==> src/inc/prx_consts.vh <==
/*
 * constants for the receive and status signalling block: interface modes,
 * fifo shape, heartbeat timing. assumes the system clock period below.
 */
`ifndef PRX_CONSTS_VH
`define PRX_CONSTS_VH

`define PRX_MODE_MII 2'h0
`define PRX_MODE_RMII 2'h1
`define PRX_MODE_SERIAL 2'h2

`define PRX_FIFO_WIDTH 4
`define PRX_FIFO_DEPTH 32
`define PRX_FIFO_AW 5

`define PRX_CLK_PERIOD_PS 8000
`define PRX_SQE_TIME_NS 1000
`define PRX_SQE_CYCLES ((`PRX_SQE_TIME_NS * 1000 + `PRX_CLK_PERIOD_PS - 1) / `PRX_CLK_PERIOD_PS)
`define PRX_SQE_CNT_W 8

`define PRX_STRAP_SETTLE 2'h2

`endif

==> src/hdl/prx_fifo.v <==
/*
 * flip-flop fifo with valid/ready on both sides.
 * assumes one clock for writer and reader; async active-low reset.
 */
`timescale 1ns/1ps
`default_nettype none

module prx_fifo #(
	parameter WIDTH = 4,
	parameter DEPTH = 32,
	parameter AW = 5
) (
	input wire clk_in,
	input wire rstn_in,
	input wire in_valid_in,
	input wire [WIDTH-1:0] in_data_in,
	output wire in_ready_out,
	output wire out_valid_out,
	output wire [WIDTH-1:0] out_data_out,
	input wire out_ready_in
);
	localparam integer DEPTH_INT = DEPTH;
	localparam integer LAST_INT = DEPTH - 1;
	localparam [AW:0] FULL_CNT = DEPTH_INT[AW:0];
	localparam [AW-1:0] LAST_PTR = LAST_INT[AW-1:0];

	reg [WIDTH-1:0] mem_r [0:DEPTH-1];
	reg [AW-1:0] wr_ptr_r;
	reg [AW-1:0] rd_ptr_r;
	reg [AW:0] count_r;
	wire push;
	wire pop;

	function [AW-1:0] next_ptr;
		input [AW-1:0] p;
		begin
			next_ptr = (p == LAST_PTR) ? {AW{1'b0}} : p + 1'b1;
		end
	endfunction

	assign in_ready_out = (count_r != FULL_CNT);
	assign out_valid_out = (count_r != {(AW+1){1'b0}});
	assign out_data_out = mem_r[rd_ptr_r];
	assign push = in_valid_in & in_ready_out;
	assign pop = out_valid_out & out_ready_in;

	always @(posedge clk_in) begin
		if (push) begin
			mem_r[wr_ptr_r] <= in_data_in;
		end
	end

	always @(posedge clk_in or negedge rstn_in) begin
		if (!rstn_in) begin
			wr_ptr_r <= {AW{1'b0}};
			rd_ptr_r <= {AW{1'b0}};
			count_r <= {(AW+1){1'b0}};
		end else begin
			if (push) begin
				wr_ptr_r <= next_ptr(wr_ptr_r);
			end
			if (pop) begin
				rd_ptr_r <= next_ptr(rd_ptr_r);
			end
			if (push & !pop) begin
				count_r <= count_r + 1'b1;
			end else if (pop & !push) begin
				count_r <= count_r - 1'b1;
			end
		end
	end
endmodule // prx_fifo

`default_nettype wire

==> src/hdl/prx_rx_status.v <==
/*
 * receive data, carrier, collision and forwarded reference clock toward the
 * mac, for mii, rmii and 10 Mb/s serial mode. assumes the phy core hands
 * nibbles on the system clock; the reference and recovered receive clocks,
 * transmit enable and strap are pins and are synchronised here.
 */
// Overview of operation
// rmii dibits follow the reference clock
// serial mode sends one bit, rxd[3:1] unused
// mii carrier sense follows medium activity
// serial carrier sense frames the receive bit
// rmii merges carrier and data valid
// half duplex collision on simultaneous activity
// 10 Mb/s heartbeat pulse after transmit ends
// full duplex collision always low
// rmii controller derives collision itself
// serial mode collision on simultaneous activity
// forward reference clock, 25 or 50 MHz
// strap switches the forwarded clock off
// controller samples all on data clock edge
`timescale 1ns/1ps
`default_nettype none
`include "prx_consts.vh"

module prx_rx_status #(
	parameter FIFO_DEPTH = `PRX_FIFO_DEPTH,
	parameter FIFO_AW = `PRX_FIFO_AW
) (
	input wire MCLK_IN,
	input wire RSTN_IN,
	input wire [1:0] MODE_SEL_IN,
	input wire SPEED_10_IN,
	input wire FULL_DUPLEX_IN,
	input wire HEARTBEAT_EN_IN,
	input wire REF_CLK_IN,
	input wire RX_CLK_IN,
	input wire TX_EN_IN,
	input wire FWD_CLK_DIS_STRAP_IN,
	input wire RX_ACTIVE_IN,
	input wire RX_VALID_IN,
	input wire [3:0] RX_DATA_IN,
	output wire RX_READY_OUT,
	output wire [3:0] RXD_OUT,
	output wire RX_DV_OUT,
	output wire CRS_OUT,
	output wire COL_OUT,
	output wire FWD_REF_CLK_OUT
);
	reg ref_s1_r, ref_s2_r, ref_d_r;
	reg rxc_s1_r, rxc_s2_r, rxc_d_r;
	reg tx_s1_r, tx_s2_r, tx_d_r;
	reg strap_s1_r, strap_s2_r;
	reg [1:0] settle_r;
	reg fwd_dis_r;
	reg fwd_clk_r;
	reg [3:0] word_r;
	reg [1:0] left_r;
	reg [3:0] rxd_r;
	reg dv_r;
	reg crs_r;
	reg col_r;
	reg [`PRX_SQE_CNT_W-1:0] sqe_cnt_r;
	reg crs_nxt;
	reg col_nxt;
	reg [`PRX_SQE_CNT_W-1:0] sqe_cnt_nxt;

	wire is_rmii;
	wire is_serial;
	wire ref_rise;
	wire rxc_rise;
	wire act_edge;
	wire pop;
	wire f_valid;
	wire [3:0] f_data;
	wire [3:0] shifted;
	wire tx_fall;

	localparam integer SQE_CYCLES_INT = `PRX_SQE_CYCLES;
	localparam [`PRX_SQE_CNT_W-1:0] SQE_LOAD = SQE_CYCLES_INT[`PRX_SQE_CNT_W-1:0];

	// pin bits placed on rxd for the current part of a nibble
	function [3:0] lane_bits;
		input [1:0] mode;
		input [3:0] d;
		begin
			case (mode)
				`PRX_MODE_RMII: lane_bits = {2'b00, d[1:0]};
				`PRX_MODE_SERIAL: lane_bits = {3'b000, d[0]};
				default: lane_bits = d;
			endcase
		end
	endfunction

	// parts still to send after the first one of a nibble
	function [1:0] extra_parts;
		input [1:0] mode;
		begin
			case (mode)
				`PRX_MODE_RMII: extra_parts = 2'h1;
				`PRX_MODE_SERIAL: extra_parts = 2'h3;
				default: extra_parts = 2'h0;
			endcase
		end
	endfunction

	assign is_rmii = (MODE_SEL_IN == `PRX_MODE_RMII);
	assign is_serial = (MODE_SEL_IN == `PRX_MODE_SERIAL);

	// edges found from the second stage only; first stage feeds nothing else
	assign ref_rise = ref_s2_r & !ref_d_r;
	assign rxc_rise = rxc_s2_r & !rxc_d_r;
	assign act_edge = is_rmii ? ref_rise : rxc_rise;
	assign tx_fall = tx_d_r & !tx_s2_r;

	// a new nibble leaves the fifo only when the previous one is fully sent
	assign pop = act_edge & (left_r == 2'h0) & f_valid;
	assign shifted = is_rmii ? {2'b00, word_r[3:2]} : {1'b0, word_r[3:1]};

	prx_fifo #(
		.WIDTH(`PRX_FIFO_WIDTH),
		.DEPTH(FIFO_DEPTH),
		.AW(FIFO_AW)
	) u_fifo (
		.clk_in(MCLK_IN),
		.rstn_in(RSTN_IN),
		.in_valid_in(RX_VALID_IN),
		.in_data_in(RX_DATA_IN),
		.in_ready_out(RX_READY_OUT),
		.out_valid_out(f_valid),
		.out_data_out(f_data),
		.out_ready_in(pop)
	);

	always @(posedge MCLK_IN or negedge RSTN_IN) begin
		if (!RSTN_IN) begin
			ref_s1_r <= 1'b0;
			ref_s2_r <= 1'b0;
			ref_d_r <= 1'b0;
			rxc_s1_r <= 1'b0;
			rxc_s2_r <= 1'b0;
			rxc_d_r <= 1'b0;
			tx_s1_r <= 1'b0;
			tx_s2_r <= 1'b0;
			tx_d_r <= 1'b0;
			strap_s1_r <= 1'b0;
			strap_s2_r <= 1'b0;
		end else begin
			ref_s1_r <= REF_CLK_IN;
			ref_s2_r <= ref_s1_r;
			ref_d_r <= ref_s2_r;
			rxc_s1_r <= RX_CLK_IN;
			rxc_s2_r <= rxc_s1_r;
			rxc_d_r <= rxc_s2_r;
			tx_s1_r <= TX_EN_IN;
			tx_s2_r <= tx_s1_r;
			tx_d_r <= tx_s2_r;
			strap_s1_r <= FWD_CLK_DIS_STRAP_IN;
			strap_s2_r <= strap_s1_r;
		end
	end

	// strap caught once the synchroniser has settled after reset release
	always @(posedge MCLK_IN or negedge RSTN_IN) begin
		if (!RSTN_IN) begin
			settle_r <= 2'h0;
			fwd_dis_r <= 1'b1;
			fwd_clk_r <= 1'b0;
		end else begin
			// count one past the capture point so the strap is taken exactly once
			if (settle_r != (`PRX_STRAP_SETTLE + 2'h1)) begin
				settle_r <= settle_r + 2'h1;
			end
			// second stage holds the pin only from the second edge after release
			if (settle_r == `PRX_STRAP_SETTLE) begin
				fwd_dis_r <= strap_s2_r;
			end
			// forwarded copy is only as clean as 125 MHz sampling allows
			fwd_clk_r <= !fwd_dis_r & ref_s2_r;
		end
	end

	// nibble splitter: mii whole, rmii two dibits, serial four bits, lsb first
	always @(posedge MCLK_IN or negedge RSTN_IN) begin
		if (!RSTN_IN) begin
			word_r <= 4'h0;
			left_r <= 2'h0;
			rxd_r <= 4'h0;
			dv_r <= 1'b0;
		end else if (act_edge) begin
			if (left_r != 2'h0) begin
				word_r <= shifted;
				left_r <= left_r - 2'h1;
				rxd_r <= lane_bits(MODE_SEL_IN, shifted);
				dv_r <= 1'b1;
			end else if (f_valid) begin
				word_r <= f_data;
				left_r <= extra_parts(MODE_SEL_IN);
				rxd_r <= lane_bits(MODE_SEL_IN, f_data);
				dv_r <= 1'b1;
			end else begin
				rxd_r <= 4'h0;
				dv_r <= 1'b0;
			end
		end
	end

	always @* begin
		case (MODE_SEL_IN)
			`PRX_MODE_RMII: crs_nxt = RX_ACTIVE_IN | dv_r | f_valid;
			// held until the last bit is out so every bit lies inside carrier
			`PRX_MODE_SERIAL: crs_nxt = RX_ACTIVE_IN | dv_r | f_valid;
			default: crs_nxt = RX_ACTIVE_IN;
		endcase
	end

	always @* begin
		sqe_cnt_nxt = sqe_cnt_r;
		if (sqe_cnt_r != {`PRX_SQE_CNT_W{1'b0}}) begin
			sqe_cnt_nxt = sqe_cnt_r - 1'b1;
		end
		if (tx_fall & SPEED_10_IN & !FULL_DUPLEX_IN & HEARTBEAT_EN_IN & !is_rmii) begin
			sqe_cnt_nxt = SQE_LOAD;
		end
		if (FULL_DUPLEX_IN | is_rmii) begin
			col_nxt = 1'b0;
		end else begin
			// serial mode is 10 Mb/s half duplex by nature
			col_nxt = (tx_s2_r & RX_ACTIVE_IN)
				| (sqe_cnt_r != {`PRX_SQE_CNT_W{1'b0}});
		end
	end

	always @(posedge MCLK_IN or negedge RSTN_IN) begin
		if (!RSTN_IN) begin
			crs_r <= 1'b0;
			col_r <= 1'b0;
			sqe_cnt_r <= {`PRX_SQE_CNT_W{1'b0}};
		end else begin
			crs_r <= crs_nxt;
			col_r <= col_nxt;
			sqe_cnt_r <= sqe_cnt_nxt;
		end
	end

	assign RXD_OUT = rxd_r;
	assign RX_DV_OUT = dv_r;
	assign CRS_OUT = crs_r;
	assign COL_OUT = col_r;
	assign FWD_REF_CLK_OUT = fwd_clk_r;
endmodule // prx_rx_status

`default_nettype wire

==> config.mk <==
export PLATFORM = sky130hd
export DESIGN_NAME = prx_rx_status
export DESIGN_NICKNAME = d
export VERILOG_FILES = /design/src/hdl/prx_fifo.v /design/src/hdl/prx_rx_status.v
export VERILOG_INCLUDE_DIRS = /design/src /design/src/inc
export SDC_FILE = /design/constraint.sdc
export NUM_CORES = 1
export LEC_CHECK = 0
export BUFFER_PORTS_ARGS = -buffer_cell sky130_fd_sc_hd__buf_2
export CAP_MARGIN = 15
export CORE_AREA = 2 2 114 116
export DETAILED_ROUTE_END_ITERATION = 6
export DIE_AREA = 0 0 116 118
export GPL_ROUTABILITY_DRIVEN = 0
export MAX_ROUTING_LAYER = met4
export PLACE_DENSITY = 0.83
export SLEW_MARGIN = 20
export SYNTH_ARGS = -nofsm -noshare
export SYNTH_HDL_FRONTEND = slang
export SYNTH_SLANG_ARGS = --single-unit
==> constraint.sdc <==
create_clock -name MCLK_IN -period 3.5 [get_ports MCLK_IN]
set_input_delay 0.175 -clock MCLK_IN [delete_from_list [all_inputs] [get_ports MCLK_IN]]
set_output_delay 0.175 -clock MCLK_IN [all_outputs]
set_load 0.05 [all_outputs]
==> impl_metrics.csv <==
group,metric,value,unit
sta,hold_ws,168,ps
global_route,grt_pass1_vias,4563,
min_path,hold_end,"u_fifo.wr_ptr_r[4]$_DFFE_PN0P_",
place,hpwl,9770,µm
power_and_ir_drop,power,0.00655,W
clocking,cts_max_level,4,
detailed_routing,first_pass_iters,5,
cells_and_area,stdcell_count,740,
detailed_routing,drc,0,
floorplan,pin_count,26,
power_and_ir_drop,powerDensity,772,nW/µm²
worst_setup_path,cp.arrival,3360,ps
clocking,insertion_delay,430,ps
synth,synthDistinctLibCells,63,
cells_and_area,fill_cells,845,
synth,postSynthCellCount,522,
status,outcome,"finished clean",
sta,min_period,3050,ps
synth,yosys_register_bits,179,
clocking,path_clk_slew,60,ps
place,dpl_cell_area,7880,µm²
power_and_ir_drop,p_leak,3.12,nW
floorplan,die_h,118,µm
sta,slew_viol_final,0,
min_path,min_path_cells,4,
cells_and_area,antennaDiodeCount,0,
synth,synth_mux_area_frac,0.107,
synth,yosysWarnings,0,
worst_setup_path,critical_path_class,"reg2reg",
synth,synthArstFlopShare,0.285,
synth,yosys_most_used_dff,"edfxtp_1",
global_route,antenna_found_initial,0,
clocking,ctsResizeCount,0,
worst_setup_path,crit_top_cell,"ha_1",
worst_setup_path,rr_worst_depth,13,
cells_and_area,final_nets,590,
synth,synth-xor-area-share,0.00918,
sta,tightestPinTransition,790,ps
detailed_routing,wirelength,15300,µm
sta,rsz0062_at_grt,"no",
detailed_routing,drt-vias-per-instance,6.17,
floorplan,start_util,0.615,
worst_setup_path,regToRegEndpoint,"u_fifo.count_r[5]$_DFFE_PN0P_",
place,dp.cells,701,
run,cap_violations,0,
synth,netlist_area,7640,µm²
worst_setup_path,path_cells,"nor4_1, nand3_1, nand2_1, inv_2, ha_1, inv_1, ha_1, a21o_1, a21oi_1, nor2_1, nand4_1, o211ai_1, xnor2_1",
cells_and_area,multiInputGateArea,2310,µm²
worst_setup_path,critPathMaxFanout,9,
synth,synth_fp_nets,557,
cells_and_area,ff_latch_area,5120,µm²
global_route,grt_overflow,0,
floorplan,coreArea,12400,µm²
sta,fmax,328,MHz
floorplan,die_x,116,µm
synth,synth_fa_ha_area_frac,0.0305,
worst_setup_path,slowest_stage,"nor4_1",
synth,synthSimpleGateAreaFrac,0.0916,
worst_setup_path,start_kind,"flip-flop",
clocking,root_buffer,"clkbuf_16",
cells_and_area,layout-drive-gt1-share,0.157,
global_route,grt_usage,0.245,
sta,fin_skew,6.88,ps
detailed_routing,wl_per_cell,20.7,µm
clocking,cts_num_sinks,179,
sta,final-setup-viol-count,0,
clocking,cts_setup_buffers,0,
cells_and_area,area_growth,11.2,%
sta,setup_tns,0,ps
floorplan,rows,41,
worst_setup_path,cpLargestDelayFamily,"simple AND/OR/NAND/NOR gates",
global_route,grt_max_degree,52,
cells_and_area,final_area,8490,µm²
clocking,hold_buffers,7,
sta,finalHoldViolations,0,
synth,synth_compound_area_frac,0.0637,
worst_setup_path,end_kind,"flip-flop",
worst_setup_path,slowest_delay,460,ps
place,port_buffers,25,
synth,synth_edf_count,128,
clocking,cts_buffers,17,
detailed_routing,vias,4568,
detailed_routing,first_iter_violations,514,
sta,finalCritPeriodShare,0.871,
sta,maxSlewHeadroom,0.473,
worst_setup_path,timing.critical_path.buf_inv,2,
floorplan,fp.dieArea,13700,µm²
min_path,hold_path.class,"in2reg",
worst_setup_path,rrSetupSlack,450,ps
detailed_routing,ant_nets,0,
synth,synth_top_family_by_area,"multiplexers",
global_route,grt_pass1_wl,24000,µm
synth,avgSynthCellArea,14.6,µm²
worst_setup_path,r2r-start,"u_fifo.count_r[0]$_DFFE_PN0P_",
clocking,cts_tree,"yes",
synth,yosysSeqAreaShare,0.671,
clocking,clock_path_buffers,2,
worst_setup_path,crit_required,3810,ps
power_and_ir_drop,ir_drop,509,µV
min_path,hold_start,"RX_VALID_IN",
cell usage after synthesis (all sizes together), types with 5 or more instances:
library cell  instances  area (µm²)
or3                   5        41.3
a21oi                16        80.1
inv                  16        60.1
clkbuf                8        30.0
nand2                35         131
mux2                  7        78.8
mux2i                38         380
mux4                 16         360
buf                  14         113
ha                   17         213
nand3                 8        40.0
xnor2                 7        61.3
dfrtp                50        1250
edfxtp              128        3840
o21ai                19        95.1
nor3                 12        70.1
nor2b                 7        43.8
a22oi                12        90.1
nor2                 49         184
flip-flops by register name, indices dropped and copies added (netlist names), 2 cells and up:
signal           cells
word_r               3
left_r               2
u_fifo.rd_ptr_r      5
u_fifo.mem_r       128
RXD_OUT              4
settle_r             2
u_fifo.count_r       6
sqe_cnt_r            8
u_fifo.wr_ptr_r      5
worst min-delay path, cell delays in order:
cell	delay, ps
buf_2	90
nand2_1	130
nand2_1	100
nand2_1	60
per-stage QoR:
stage,worst slack (ps),utilization
final,452,0.684
after global routing,183,0.684
after CTS,475,0.684
after detailed placement,494,0.635
after global placement,689,0.635
after floorplan,380,-
per-layer routing:
metal	track usage	vias to the layer above	share of wire
met5	-	-	0
met4	0.106	0	0.035
met3	0.0505	49	0.073
met2	0.381	218	0.49
met1	0.313	2266	0.40
li1	-	2035	-
layout by cell type (no fill, tap or decap), types with 8 or more instances in the layout:
cell	n
edfxtp_1	128
dfrtp_1	49
nor2_1	49
mux2i_1	38
nand2_1	35
buf_2	24
ha_1	17
clkbuf_16	17
a21oi_1	16
mux4_2	16
inv_1	13
o21ai_1	13
a22oi_1	12
nor3_1	10
nand3_1	8
cell type report:
type,instances,share of cell area
sequential,179,0.603
multi-input combinational,304,0.272
clock buffer,19,0.0510
timing repair buffer,36,0.0283
tap,172,0.0253
clock inverter,13,0.0131
inverter,17,0.00751
how the worst max path moves through the flow:
stage	cells after the start	from	to
finish	13	u_fifo.count_r[0]$_DFFE_PN0P_	u_fifo.count_r[5]$_DFFE_PN0P_
global route	13	u_fifo.count_r[1]$_DFFE_PN0P_	u_fifo.count_r[5]$_DFFE_PN0P_
CTS	13	u_fifo.count_r[0]$_DFFE_PN0P_	u_fifo.count_r[5]$_DFFE_PN0P_
detailed placement	13	u_fifo.count_r[0]$_DFFE_PN0P_	u_fifo.count_r[5]$_DFFE_PN0P_
global placement	13	u_fifo.count_r[0]$_DFFE_PN0P_	u_fifo.count_r[5]$_DFFE_PN0P_
floorplan	13	u_fifo.count_r[0]$_DFFE_PN0P_	u_fifo.count_r[5]$_DFFE_PN0P_
power breakdown:
part | internal (W) | switching, W | total [W]
Clock | 0.000975 | 0.000778 | 0.00175
Sequential | 0.00254 | 0.000374 | 0.00292
Combinational | 0.000815 | 0.00107 | 0.00188
logic make-up (layout without fill, tap and decap cells):
family / after synthesis / in the layout
AOI/OAI and AO/OA: 74 / 74
xor gates and xnor gates: 8 / 8
adders and majority gates: 18 / 18
buffers and inverters: 39 / 85
DFF: 179 / 179
muxes: 61 / 61
and+or+nand+nor: 143 / 143
No activity file was read; power rests on OpenSTA's default activity.
